<file path="src/prw_pkg.sv">
// Package: addresses, field widths and option bit positions for the ROM window block
package prw_pkg;
   localparam logic [7:0]  SEL_ADDR        = 8'hC9;
   localparam logic [7:0]  WIN_LO          = 8'h40;
   localparam logic [7:0]  WIN_HI          = 8'h7F;
   localparam int          BLOCK_W         = 6;
   localparam int          OFFS_W          = 6;
   localparam int          PADDR_W         = 12;
   localparam logic [15:0] OPT_BLANK       = 16'h0000;
   localparam int          OPT_EXT_STOP    = 9;
   localparam int          OPT_LVD         = 8;
   localparam int          OPT_PROTECT     = 7;
   localparam int          OPT_OSC_RC      = 6;
   localparam int          OPT_NMI_PULL    = 3;
   localparam int          OPT_TIMER_PIN_PULLUP    = 2;
   localparam int          OPT_WDG_HW      = 1;
   localparam int          OPT_OSG         = 0;
endpackage

</file>
<file path="src/prw_option_store.sv">
// One-time-programmable option word, or a fixed mask value
`timescale 1ns/1ps
`default_nettype none
module prw_option_store #(
   parameter bit          MASKED     = 1'b0,
   parameter logic [15:0] MASK_VALUE = 16'h0010
) (
   // Clock and reset
   input  wire logic        clk_i,
   input  wire logic        rst_i,
   // Programming port
   input  wire logic        prog_mode_i,
   input  wire logic        prog_we_i,
   input  wire logic [15:0] prog_data_i,
   // Option word
   output logic      [15:0] opt_o,
   output logic             opt_locked_o
);
   logic [15:0] otp_bits;
   logic        otp_done;

   // Storage is modelled as flops; reset stands for the as-delivered state
   always_ff @(posedge clk_i or posedge rst_i) begin
      if (rst_i) begin
         otp_bits <= prw_pkg::OPT_BLANK;
      end else if (!MASKED && prog_mode_i && prog_we_i && !otp_done) begin
         otp_bits <= prog_data_i;
      end
   end

   always_ff @(posedge clk_i or posedge rst_i) begin
      if (rst_i) begin
         otp_done <= 1'b0;
      end else if (prog_mode_i && prog_we_i) begin
         otp_done <= 1'b1;
      end
   end

   assign opt_o        = MASKED ? MASK_VALUE : otp_bits;
   assign opt_locked_o = MASKED | otp_done;

   a_write_once: assert property (@(posedge clk_i) disable iff (rst_i)
      $past(otp_done) && !MASKED |-> $stable(otp_bits))
      else $error("option word changed after programming");
   a_no_user_write: assert property (@(posedge clk_i) disable iff (rst_i)
      !$past(prog_mode_i) |-> $stable(otp_bits))
      else $error("option word written outside programming mode");
endmodule
`default_nettype wire

</file>
<file path="src/prw_rom_window.sv">
// ROM window block select, window read path and option decode
`timescale 1ns/1ps
`default_nettype none
module prw_rom_window #(
   parameter int          PADDR_W    = prw_pkg::PADDR_W,
   parameter bit          MASKED     = 1'b0,
   parameter logic [15:0] MASK_VALUE = 16'h0010
) (
   // Clock and reset
   input  wire logic               clk_i,
   input  wire logic               rst_i,
   // Core data-space bus
   input  wire logic [7:0]         dbus_addr_i,
   input  wire logic               dbus_wr_i,
   input  wire logic               dbus_rd_i,
   input  wire logic [7:0]         dbus_wdata_i,
   input  wire logic [7:0]         dbus_other_rdata_i,
   output logic      [7:0]         dbus_rdata_o,
   output logic                    dbus_other_sel_o,
   // Program memory read port
   output logic      [PADDR_W-1:0] rom_addr_o,
   output logic                    rom_rd_o,
   input  wire logic [7:0]         rom_data_i,
   // Programming mode
   input  wire logic               prog_mode_i,
   input  wire logic               prog_we_i,
   input  wire logic [15:0]        prog_data_i,
   output logic                    opt_locked_o,
   // Option fan-out and stop gating
   input  wire logic               nmi_pin_i,
   input  wire logic               watchdog_active_i,
   input  wire logic               stop_request_i,
   output logic                    stop_allowed_o,
   output logic                    external_stop_control_o,
   output logic                    low_voltage_detect_enable_o,
   output logic                    readout_protect_o,
   output logic                    osc_rc_select_o,
   output logic                    nmi_pin_pullup_o,
   output logic                    timer_pin_pullup_o,
   output logic                    watchdog_hardware_select_o,
   output logic                    oscillator_safeguard_enable_o
);
   // Refuse widths that the concatenated ROM address cannot serve
   if (PADDR_W != prw_pkg::BLOCK_W + prw_pkg::OFFS_W) begin
      $error("PADDR_W must equal block plus offset width");
   end
   // A mask value must keep the reserved option bits as a programmer would
   if (MASKED && (MASK_VALUE[15:10] != 6'h00 || MASK_VALUE[5:4] != 2'h1)) begin
      $error("MASK_VALUE breaks the reserved option bits");
   end

   logic [prw_pkg::BLOCK_W-1:0] rom_window_block_select;
   logic [15:0]                 opt;
   logic [2:0]                  nmi_sync;
   logic                        nmi_level;
   logic                        sel_loaded;

   function automatic logic in_window(input logic [7:0] a);
      in_window = (a >= prw_pkg::WIN_LO) && (a <= prw_pkg::WIN_HI);
   endfunction

   function automatic logic sel_write(input logic wr, input logic [7:0] a);
      sel_write = wr && (a == prw_pkg::SEL_ADDR);
   endfunction

   // No reset branch: contents undefined until the first write
   always_ff @(posedge clk_i) begin
      if (sel_write(dbus_wr_i, dbus_addr_i)) begin
         rom_window_block_select <= dbus_wdata_i[prw_pkg::BLOCK_W-1:0];
      end
   end

   // Only for checks: marks the end of the undefined start
   always_ff @(posedge clk_i or posedge rst_i) begin
      if (rst_i) begin
         sel_loaded <= 1'b0;
      end else if (sel_write(dbus_wr_i, dbus_addr_i)) begin
         sel_loaded <= 1'b1;
      end
   end

   // Window read is combinational; ROM answers in the same core cycle
   assign rom_addr_o = {rom_window_block_select, dbus_addr_i[prw_pkg::OFFS_W-1:0]};
   assign rom_rd_o   = dbus_rd_i && in_window(dbus_addr_i);

   // Select is write-only: reads of it go nowhere, the bus sees the other target's value
   assign dbus_other_sel_o = !in_window(dbus_addr_i) && dbus_addr_i != prw_pkg::SEL_ADDR;
   assign dbus_rdata_o     = in_window(dbus_addr_i) ? rom_data_i
                           : dbus_other_rdata_i;

   prw_option_store #(
      .MASKED     (MASKED),
      .MASK_VALUE (MASK_VALUE)
   ) u_opt (
      .clk_i        (clk_i),
      .rst_i        (rst_i),
      .prog_mode_i  (prog_mode_i),
      .prog_we_i    (prog_we_i),
      .prog_data_i  (prog_data_i),
      .opt_o        (opt),
      .opt_locked_o (opt_locked_o)
   );

   // NMI pin is asynchronous; second and third stages must agree
   always_ff @(posedge clk_i or posedge rst_i) begin
      if (rst_i) begin
         nmi_sync <= 3'h0;
      end else begin
         nmi_sync <= {nmi_sync[1:0], nmi_pin_i};
      end
   end

   always_ff @(posedge clk_i or posedge rst_i) begin
      if (rst_i) begin
         nmi_level <= 1'b0;
      end else if (nmi_sync[1] == nmi_sync[2]) begin
         nmi_level <= nmi_sync[2];
      end
   end

   assign external_stop_control_o       = opt[prw_pkg::OPT_EXT_STOP];
   assign low_voltage_detect_enable_o   = opt[prw_pkg::OPT_LVD];
   assign readout_protect_o             = opt[prw_pkg::OPT_PROTECT];
   assign osc_rc_select_o               = opt[prw_pkg::OPT_OSC_RC];
   assign nmi_pin_pullup_o              = opt[prw_pkg::OPT_NMI_PULL];
   assign timer_pin_pullup_o            = opt[prw_pkg::OPT_TIMER_PIN_PULLUP];
   assign watchdog_hardware_select_o    = opt[prw_pkg::OPT_WDG_HW];
   assign oscillator_safeguard_enable_o = opt[prw_pkg::OPT_OSG];

   // Hardware watchdog counts as active even if the watchdog unit says otherwise
   always_comb begin
      logic wdg_on;
      wdg_on = watchdog_active_i || opt[prw_pkg::OPT_WDG_HW];
      stop_allowed_o = stop_request_i &&
                       (!wdg_on || (opt[prw_pkg::OPT_EXT_STOP] && nmi_level));
   end

   // Select register and window address
   a_window_addr: assert property (@(posedge clk_i) disable iff (rst_i)
      sel_write(dbus_wr_i, dbus_addr_i)
      |=> rom_addr_o[PADDR_W-1:prw_pkg::OFFS_W] == $past(dbus_wdata_i[prw_pkg::BLOCK_W-1:0]))
      else $error("window block differs from last select write");

   a_sel_hold: assert property (@(posedge clk_i) disable iff (rst_i)
      sel_loaded && !sel_write(dbus_wr_i, dbus_addr_i)
      |=> rom_addr_o[PADDR_W-1:prw_pkg::OFFS_W] == $past(rom_addr_o[PADDR_W-1:prw_pkg::OFFS_W]))
      else $error("block changed without a select write");

   a_rom_offset: assert property (@(posedge clk_i) disable iff (rst_i)
      rom_addr_o[prw_pkg::OFFS_W-1:0] == dbus_addr_i[prw_pkg::OFFS_W-1:0])
      else $error("window offset not taken from the data address");

   // Window reads and the normal targets
   a_window_read: assert property (@(posedge clk_i) disable iff (rst_i)
      dbus_rd_i && in_window(dbus_addr_i)
      |-> rom_rd_o && dbus_rdata_o == rom_data_i)
      else $error("window read not served from program memory");

   a_rom_idle: assert property (@(posedge clk_i) disable iff (rst_i)
      !dbus_rd_i |-> !rom_rd_o)
      else $error("program memory read without a bus read");

   a_other_pass: assert property (@(posedge clk_i) disable iff (rst_i)
      !in_window(dbus_addr_i)
      |-> !rom_rd_o && dbus_rdata_o == dbus_other_rdata_i)
      else $error("non-window access disturbed");

   a_other_sel_win: assert property (@(posedge clk_i) disable iff (rst_i)
      in_window(dbus_addr_i) |-> !dbus_other_sel_o)
      else $error("window address passed to other target");

   a_other_sel_rest: assert property (@(posedge clk_i) disable iff (rst_i)
      !in_window(dbus_addr_i) && dbus_addr_i != prw_pkg::SEL_ADDR |-> dbus_other_sel_o)
      else $error("normal address not passed to other target");

   a_sel_decode: assert property (@(posedge clk_i) disable iff (rst_i)
      dbus_addr_i == prw_pkg::SEL_ADDR |-> !dbus_other_sel_o)
      else $error("select address passed to other target");

   a_sel_read: assert property (@(posedge clk_i) disable iff (rst_i)
      dbus_rd_i && dbus_addr_i == prw_pkg::SEL_ADDR
      |-> !rom_rd_o && dbus_rdata_o == dbus_other_rdata_i)
      else $error("select register read returned a value");

   // Stop gating; NMI filter takes about four cycles
   a_stop_gate: assert property (@(posedge clk_i) disable iff (rst_i)
      watchdog_active_i && !external_stop_control_o |-> !stop_allowed_o)
      else $error("stop allowed with active watchdog");

   a_stop_nmi: assert property (@(posedge clk_i) disable iff (rst_i)
      stop_request_i && external_stop_control_o && nmi_pin_i [*6]
      |-> stop_allowed_o)
      else $error("stop refused with NMI high and option set");

   a_stop_nmi_low: assert property (@(posedge clk_i) disable iff (rst_i)
      watchdog_active_i && !nmi_level |-> !stop_allowed_o)
      else $error("stop allowed with watchdog on and NMI low");

   a_stop_free: assert property (@(posedge clk_i) disable iff (rst_i)
      stop_request_i && !watchdog_active_i && !watchdog_hardware_select_o
      |-> stop_allowed_o)
      else $error("stop refused with watchdog off");

   a_no_request: assert property (@(posedge clk_i) disable iff (rst_i)
      !stop_request_i |-> !stop_allowed_o)
      else $error("stop allowed without a request");

   a_hw_watchdog: assert property (@(posedge clk_i) disable iff (rst_i)
      watchdog_hardware_select_o && !external_stop_control_o |-> !stop_allowed_o)
      else $error("hardware watchdog did not block stop");

   a_nmi_settle: assert property (@(posedge clk_i) disable iff (rst_i)
      nmi_sync[1] != nmi_sync[2] |=> $stable(nmi_level))
      else $error("NMI level moved while stages disagree");

   a_nmi_follow: assert property (@(posedge clk_i) disable iff (rst_i)
      nmi_sync[1] == nmi_sync[2] |=> nmi_level == $past(nmi_sync[2]))
      else $error("NMI level missed an agreed change");

   // Option word and its fan-out
   a_opt_fanout: assert property (@(posedge clk_i) disable iff (rst_i)
      {low_voltage_detect_enable_o, readout_protect_o, osc_rc_select_o,
       oscillator_safeguard_enable_o} == {opt[8], opt[7], opt[6], opt[0]})
      else $error("option fan-out mismatch");

   a_lock_set: assert property (@(posedge clk_i) disable iff (rst_i)
      prog_mode_i && prog_we_i |=> opt_locked_o)
      else $error("option word not locked after programming");

   a_lock_hold: assert property (@(posedge clk_i) disable iff (rst_i)
      opt_locked_o |=> opt_locked_o)
      else $error("option lock released");

   a_opt_frozen: assert property (@(posedge clk_i) disable iff (rst_i)
      opt_locked_o |=> $stable(opt))
      else $error("option word changed while locked");

   a_opt_refused: assert property (@(posedge clk_i) disable iff (rst_i)
      !(prog_mode_i && prog_we_i) |=> $stable(opt))
      else $error("option word changed without a programming write");

   // Each option output follows the first accepted programming word
   a_ext_stop_bit: assert property (@(posedge clk_i) disable iff (rst_i)
      prog_mode_i && prog_we_i && !opt_locked_o
      |=> external_stop_control_o == $past(prog_data_i[prw_pkg::OPT_EXT_STOP]))
      else $error("external stop option not taken");

   a_lvd_bit: assert property (@(posedge clk_i) disable iff (rst_i)
      prog_mode_i && prog_we_i && !opt_locked_o
      |=> low_voltage_detect_enable_o == $past(prog_data_i[prw_pkg::OPT_LVD]))
      else $error("low voltage option not taken");

   a_protect_bit: assert property (@(posedge clk_i) disable iff (rst_i)
      prog_mode_i && prog_we_i && !opt_locked_o
      |=> readout_protect_o == $past(prog_data_i[prw_pkg::OPT_PROTECT]))
      else $error("readout protect option not taken");

   a_osc_bit: assert property (@(posedge clk_i) disable iff (rst_i)
      prog_mode_i && prog_we_i && !opt_locked_o
      |=> osc_rc_select_o == $past(prog_data_i[prw_pkg::OPT_OSC_RC]))
      else $error("oscillator option not taken");

   a_nmi_pull_bit: assert property (@(posedge clk_i) disable iff (rst_i)
      prog_mode_i && prog_we_i && !opt_locked_o
      |=> nmi_pin_pullup_o == $past(prog_data_i[prw_pkg::OPT_NMI_PULL]))
      else $error("NMI pull-up option not taken");

   a_timer_pin_pullup_bit: assert property (@(posedge clk_i) disable iff (rst_i)
      prog_mode_i && prog_we_i && !opt_locked_o
      |=> timer_pin_pullup_o == $past(prog_data_i[prw_pkg::OPT_TIMER_PIN_PULLUP]))
      else $error("timer pull-up option not taken");

   a_wdg_hw_bit: assert property (@(posedge clk_i) disable iff (rst_i)
      prog_mode_i && prog_we_i && !opt_locked_o
      |=> watchdog_hardware_select_o == $past(prog_data_i[prw_pkg::OPT_WDG_HW]))
      else $error("watchdog option not taken");

   a_osg_bit: assert property (@(posedge clk_i) disable iff (rst_i)
      prog_mode_i && prog_we_i && !opt_locked_o
      |=> oscillator_safeguard_enable_o == $past(prog_data_i[prw_pkg::OPT_OSG]))
      else $error("safeguard option not taken");
endmodule
`default_nettype wire

</file>
<file path="config.mk">
export PLATFORM = sky130hd
export DESIGN_NAME = prw_rom_window
export DESIGN_NICKNAME = d
export VERILOG_FILES = /design/src/prw_pkg.sv /design/src/prw_option_store.sv /design/src/prw_rom_window.sv
export SDC_FILE = /design/constraint.sdc
export NUM_CORES = 1
export LEC_CHECK = 0
export BUFFER_PORTS_ARGS = -buffer_cell sky130_fd_sc_hd__buf_4
export CAP_MARGIN = 20
export CORE_MARGIN = 2
export CORE_UTILIZATION = 34
export CTS_CLUSTER_DIAMETER = 100
export DETAILED_ROUTE_END_ITERATION = 16
export GPL_TIMING_DRIVEN = 1
export PLACE_DENSITY = 0.77
export SKIP_CTS_REPAIR_TIMING = 1
export SYNTH_ARGS = -nofsm -noshare
export SYNTH_HDL_FRONTEND = slang
export SYNTH_SLANG_ARGS = --single-unit
</file>
<file path="constraint.sdc">
create_clock -name clk_i -period 1.26 [get_ports clk_i]
set_input_delay 0.252 -clock clk_i [delete_from_list [all_inputs] [get_ports clk_i]]
set_output_delay 0.252 -clock clk_i [all_outputs]
set_load 0.005 [all_outputs]
</file>
### Word level (Yosys, flattened, before mapping)

Cells that the tools add are included.
Widths: inputs -> output; s select.

* magnitude comparators: 2
* reductions and logical operators: 13
* mux-type cells: 1
* equality and inequality tests: 3

Operators with widths (count)
* $eq 8x8->1 const B: 1
* $ge 8x7->1 const B: 1
* $le 8x7->1 const B: 1
* $logic_and 1x1->1: 8
* $mux 8: 1
* $ne 8x8->1 const B: 1
* $logic_not 1->1: 3
* $logic_or 1x1->1: 2
* $eq 1x1->1: 1

* flip-flop bits (word level): 21
* input port bits: 57
* logic and storage cells: 24

### Longest topological paths before layout

* word-level depth: 4
* depth in mapped cells: 3
* gate-level depth less buffers: 2

### By module

A second synthesis with hierarchy kept.

* cell total of the unflattened synthesis: 73
* area, all modules: 1226.2 µm²

By module, submodules not included
* prw_option_store: times used 1, sequential area each 425.4 µm², area each 685.7 µm², cells an instance 37
* prw_rom_window: times used 1, sequential area each 280.3 µm², area each 540.5 µm², cells an instance 36

### Worst setup path before layout

OpenSTA, ideal clock, no wires.

* path type: input to register
* start: input port dbus_addr_i[4]
* end: register rom_window_block_select[0] (netlist bit) (enable)
* slack: -56 ps
* required time: 909 ps
* setup time: 351 ps
* path buffers: 0
* arrival: 965 ps
* cell stages on the path: 2
* cell sequence: or3_4 nor3_2

* longest elaborated chain between the ends: 2

RTL lines
* start, declared: RTL line prw_rom_window.sv:13 `input wire logic [7:0] dbus_addr_i,`
* $eq 8x8->1
* $logic_and 1x1->1
* end signal, assigned: RTL line prw_rom_window.sv:69 `rom_window_block_select <= dbus_wdata_i[prw_pkg::BLOCK_W-1:0];`
* end, declared: RTL line prw_rom_window.sv:52 `logic [prw_pkg::BLOCK_W-1:0] rom_window_block_select;`

Every way passes these cells.
A chain may end at the register's enable or synchronous reset.

### Final worst setup path

* start: register u_opt.otp_bits[1] (netlist: u_opt.opt_o[1])
* end: output port stop_allowed_o

* longest elaborated chain between the ends: 4

RTL lines
* start, declared: RTL line prw_option_store.sv:19 `logic [15:0] otp_bits;`
* start signal, assigned: RTL line prw_option_store.sv:25 `otp_bits <= prw_pkg::OPT_BLANK;`
* start signal, assigned: RTL line prw_option_store.sv:27 `otp_bits <= prog_data_i;`
* $logic_or 1x1->1: RTL line prw_rom_window.sv:133 `wdg_on = watchdog_active_i || opt[prw_pkg::OPT_WDG_HW];`
* $logic_not 1->1: RTL line prw_rom_window.sv:135 `(!wdg_on || (opt[prw_pkg::OPT_EXT_STOP] && nmi_level));`
* $logic_or 1x1->1: RTL line prw_rom_window.sv:135
* $logic_and 1x1->1: RTL line prw_rom_window.sv:134 `stop_allowed_o = stop_request_i &&`
* end, declared: RTL line prw_rom_window.sv:33 `output logic stop_allowed_o,`

Every way passes these cells.

==> impl_metrics.ini <==
[power_and_ir_drop]
seqPwrFrac_pct = 50.2
p_sw_w = 0.000313
leakagePower_nw = 0.826
power_density_nw_per_um2 = 902
sw_frac_of_total_pct = 21.8
pwr-share-clk_pct = 19.7
peakVddDrop_mv = 0.555
p_comb_share_pct = 30.1
intPower_w = 0.00112

[logic_synthesis]
synth_top_area_share_pct = 36.5
synth_edf_count = 6
ys_warn_count = 0
synth_top_cell_by_area = dfrtp_1
synth_cell_types = 19
netlist_area_sq_um = 891
synth_top_cells_by_count = 13 x dfrtp_1, 8 x mux2_2, 8 x mux2_4, 6 x buf_4, 6 x edfxtp_1
synth-seq-area-share_pct = 56.7
syn-num-nets = 113
synth.avg_cell_area_sq_um = 15.9
synth_seq_cells = 19
async_flop_share_pct = 68.4
synth_cells = 56
synth.area.top_cells = dfrtp_1 37%, edfxtp_1 20%, mux2_4 13%
ys.flop_type = dfrtp_1
yosysMostFrequentCell = dfrtp_1

[hold_path]
holdCritPathClass = primary input to register
min_to = nmi_sync[0]
min_path_cells = 1
hold_start = nmi_pin_i

[layout]
diodes = 0
nNetsFinal = 196
syn_to_final_growth_pct = 78.5
final_util_pct = 64.2
drive_above_1_share_pct = 79.0

[placement]
hpwl_um = 1780
gp_congestion = 0.719
numPortBuffers = 78

[worst_setup_path]
critPathRequiredTime_ps = 1010
r2r_start = u_opt.opt_locked_o
cp-end-kind = primary output
arrival_ps = 1060
ff2ff_setup_slack_ps = 220
crit_type = register to primary output
reg2reg_to = u_opt.opt_o[1]
cp-start-kind = register
crit_path_max_fanout = 2
worst_r2r_path_depth = 2

[timing]
finalClockSkew_ps = 2.36
finalHoldViolCount = 0
fmax_mhz = 762
slew_headroom_pct = 69.5
hold_ws_ps = 74.8
setup-violations-final = 3
fin_ws_ps = -53.1
tightest_slew_ps = 456
fin_crit_sh_pct = 104
slew_violations = 0
period_needed_ps = 1310
rsz0062_at_grt = yes

[detailed_routing]
drt_iter0_markers = 1
num_vias = 759
wl_per_cell_um = 13.1
ant_nets = 0
drc = 0
routed_via_density = 4.52
finalWirelength_um = 2210
drtPass1Iterations = 2

[clock_network]
cts_max_level = 1
cts_max_path_buffers = 2
cts.sinks = 19
cts_buffers = 3
clk_pin_slew_worst_paths_ps = 90
clk_latency_ps = 280
cts-root-buf = clkbuf_4
cts_tree = yes

[floorplanning]
initial_core_util_pct = 36.0
ios = 89
dieArea_sq_um = 3050
dieWidth_um = 55.2
rows = 18
coreArea_sq_um = 2480
fp.dieH_um = 55.2

[grt]
antenna_found_initial = 0
grt_max_degree = 14
grt_pass1_vias = 701
grt_overflow = 0
grt.total_usage_pct = 12.9
grt_pass1_wl_um = 2690

[run_status]
outcome = finished, violations left
failed_checks = setup timing

[flow_run]
maxCapViolations = 0
-- cells in the final DEF, fill, tap and decap left out, drive strengths merged --
master,instances
buf,83
mux2,16
dfrtp,13
edfxtp,6
clkbuf,4
nand2b,2
inv,2
nand3b,1
nor2,1
nand4b,1
or3,1
nand2,1
nor3,1
o21a,1
o2bb2ai,1
and2,1
maj3,1
a21o,1
dlygate4sd3,1
-- how the worst max path moves through the flow --
stage / startpoint / endpoint / slack, ps / cells past startpoint
floorplan: dbus_addr_i[4] / rom_window_block_select[0] / 20 / 2
global placement: dbus_addr_i[4] / rom_window_block_select[3] / -150 / 3
detailed placement: dbus_addr_i[4] / rom_window_block_select[4] / -160 / 3
CTS: nmi_level / stop_allowed_o / -110 / 3
global route: u_opt.opt_o[1] / stop_allowed_o / -150 / 3
finish: u_opt.opt_o[1] / stop_allowed_o / -50 / 3
-- kinds of logic (layout without fill, tap and decap cells) --
| group | count (synthesis) | in the layout | synth area share, % |
|---|---|---|---|
| flip-flops | 19 | 19 | 56.7 |
| multiplexers | 16 | 16 | 23.6 |
| buffers and inverters | 9 | 90 | 7.16 |
| AND/OR/NAND/NOR | 8 | 9 | 8.71 |
| AO/OA/AOI/OAI | 3 | 3 | 2.67 |
| adder cells (fa/ha/maj) | 1 | 1 | 1.12 |
-- stage by stage --
| step | area, sq um | instances | total power [W] | setup slack (ps) | setup TNS [ps] |
|---|---|---|---|---|---|
| floorplan | 897 | 56 | 0.000863 | 23.5 | 0 |
| global placement | 1460 | 157 | 0.00109 | -150 | -1120 |
| detailed placement | 1460 | 157 | 0.00110 | -158 | -1200 |
| CTS | 1490 | 161 | 0.00139 | -106 | -377 |
| global route | 1590 | 168 | 0.00153 | -148 | -338 |
| finish | 1590 | 168 | 0.00143 | -53.1 | -153 |
-- power groups by stage --
| stage | logic [W] | clock network, W | registers (W) |
|---|---|---|---|
| final | 0.000432 | 0.000282 | 0.000721 |
| after global routing | 0.000470 | 0.000332 | 0.000727 |
| after CTS | 0.000371 | 0.000301 | 0.000722 |
| after detailed placement | 0.000370 | 0 | 0.000735 |
| after global placement | 0.000364 | 0 | 0.000730 |
| after floorplan | 0.000130 | 0 | 0.000733 |
-- final cells by class --
cell class / count / area [sq um]
clock buffer: 4 / 26.3
timing repair buffer: 84 / 663
tap: 30 / 37.5
multi-input combinational: 29 / 350
sequential: 19 / 505
inverter: 2 / 7.51
fill: 196 / 887
-- metal layers --
metal,up-vias,global-route usage (%),wire (um)
met2,59,24.0,1170
met3,0,5.65,296
met4,0,6.10,0
met5,-,0,0
li1,358,-,-
met1,342,11.9,736
-- flip-flops by register name, summed over array words and instances (netlist names) --
name	count
u_opt.opt_locked_o	1
u_opt.opt_o	8
nmi_sync	3
rom_window_block_select	6
nmi_level	1
-- worst max-delay path, cell delays in order (launching register included) --
cell and delay [ps]:
dfrtp_1 400, o2bb2ai_2 150, and2_4 150, buf_6 80
No activity file was read; power rests on OpenSTA's default activity.
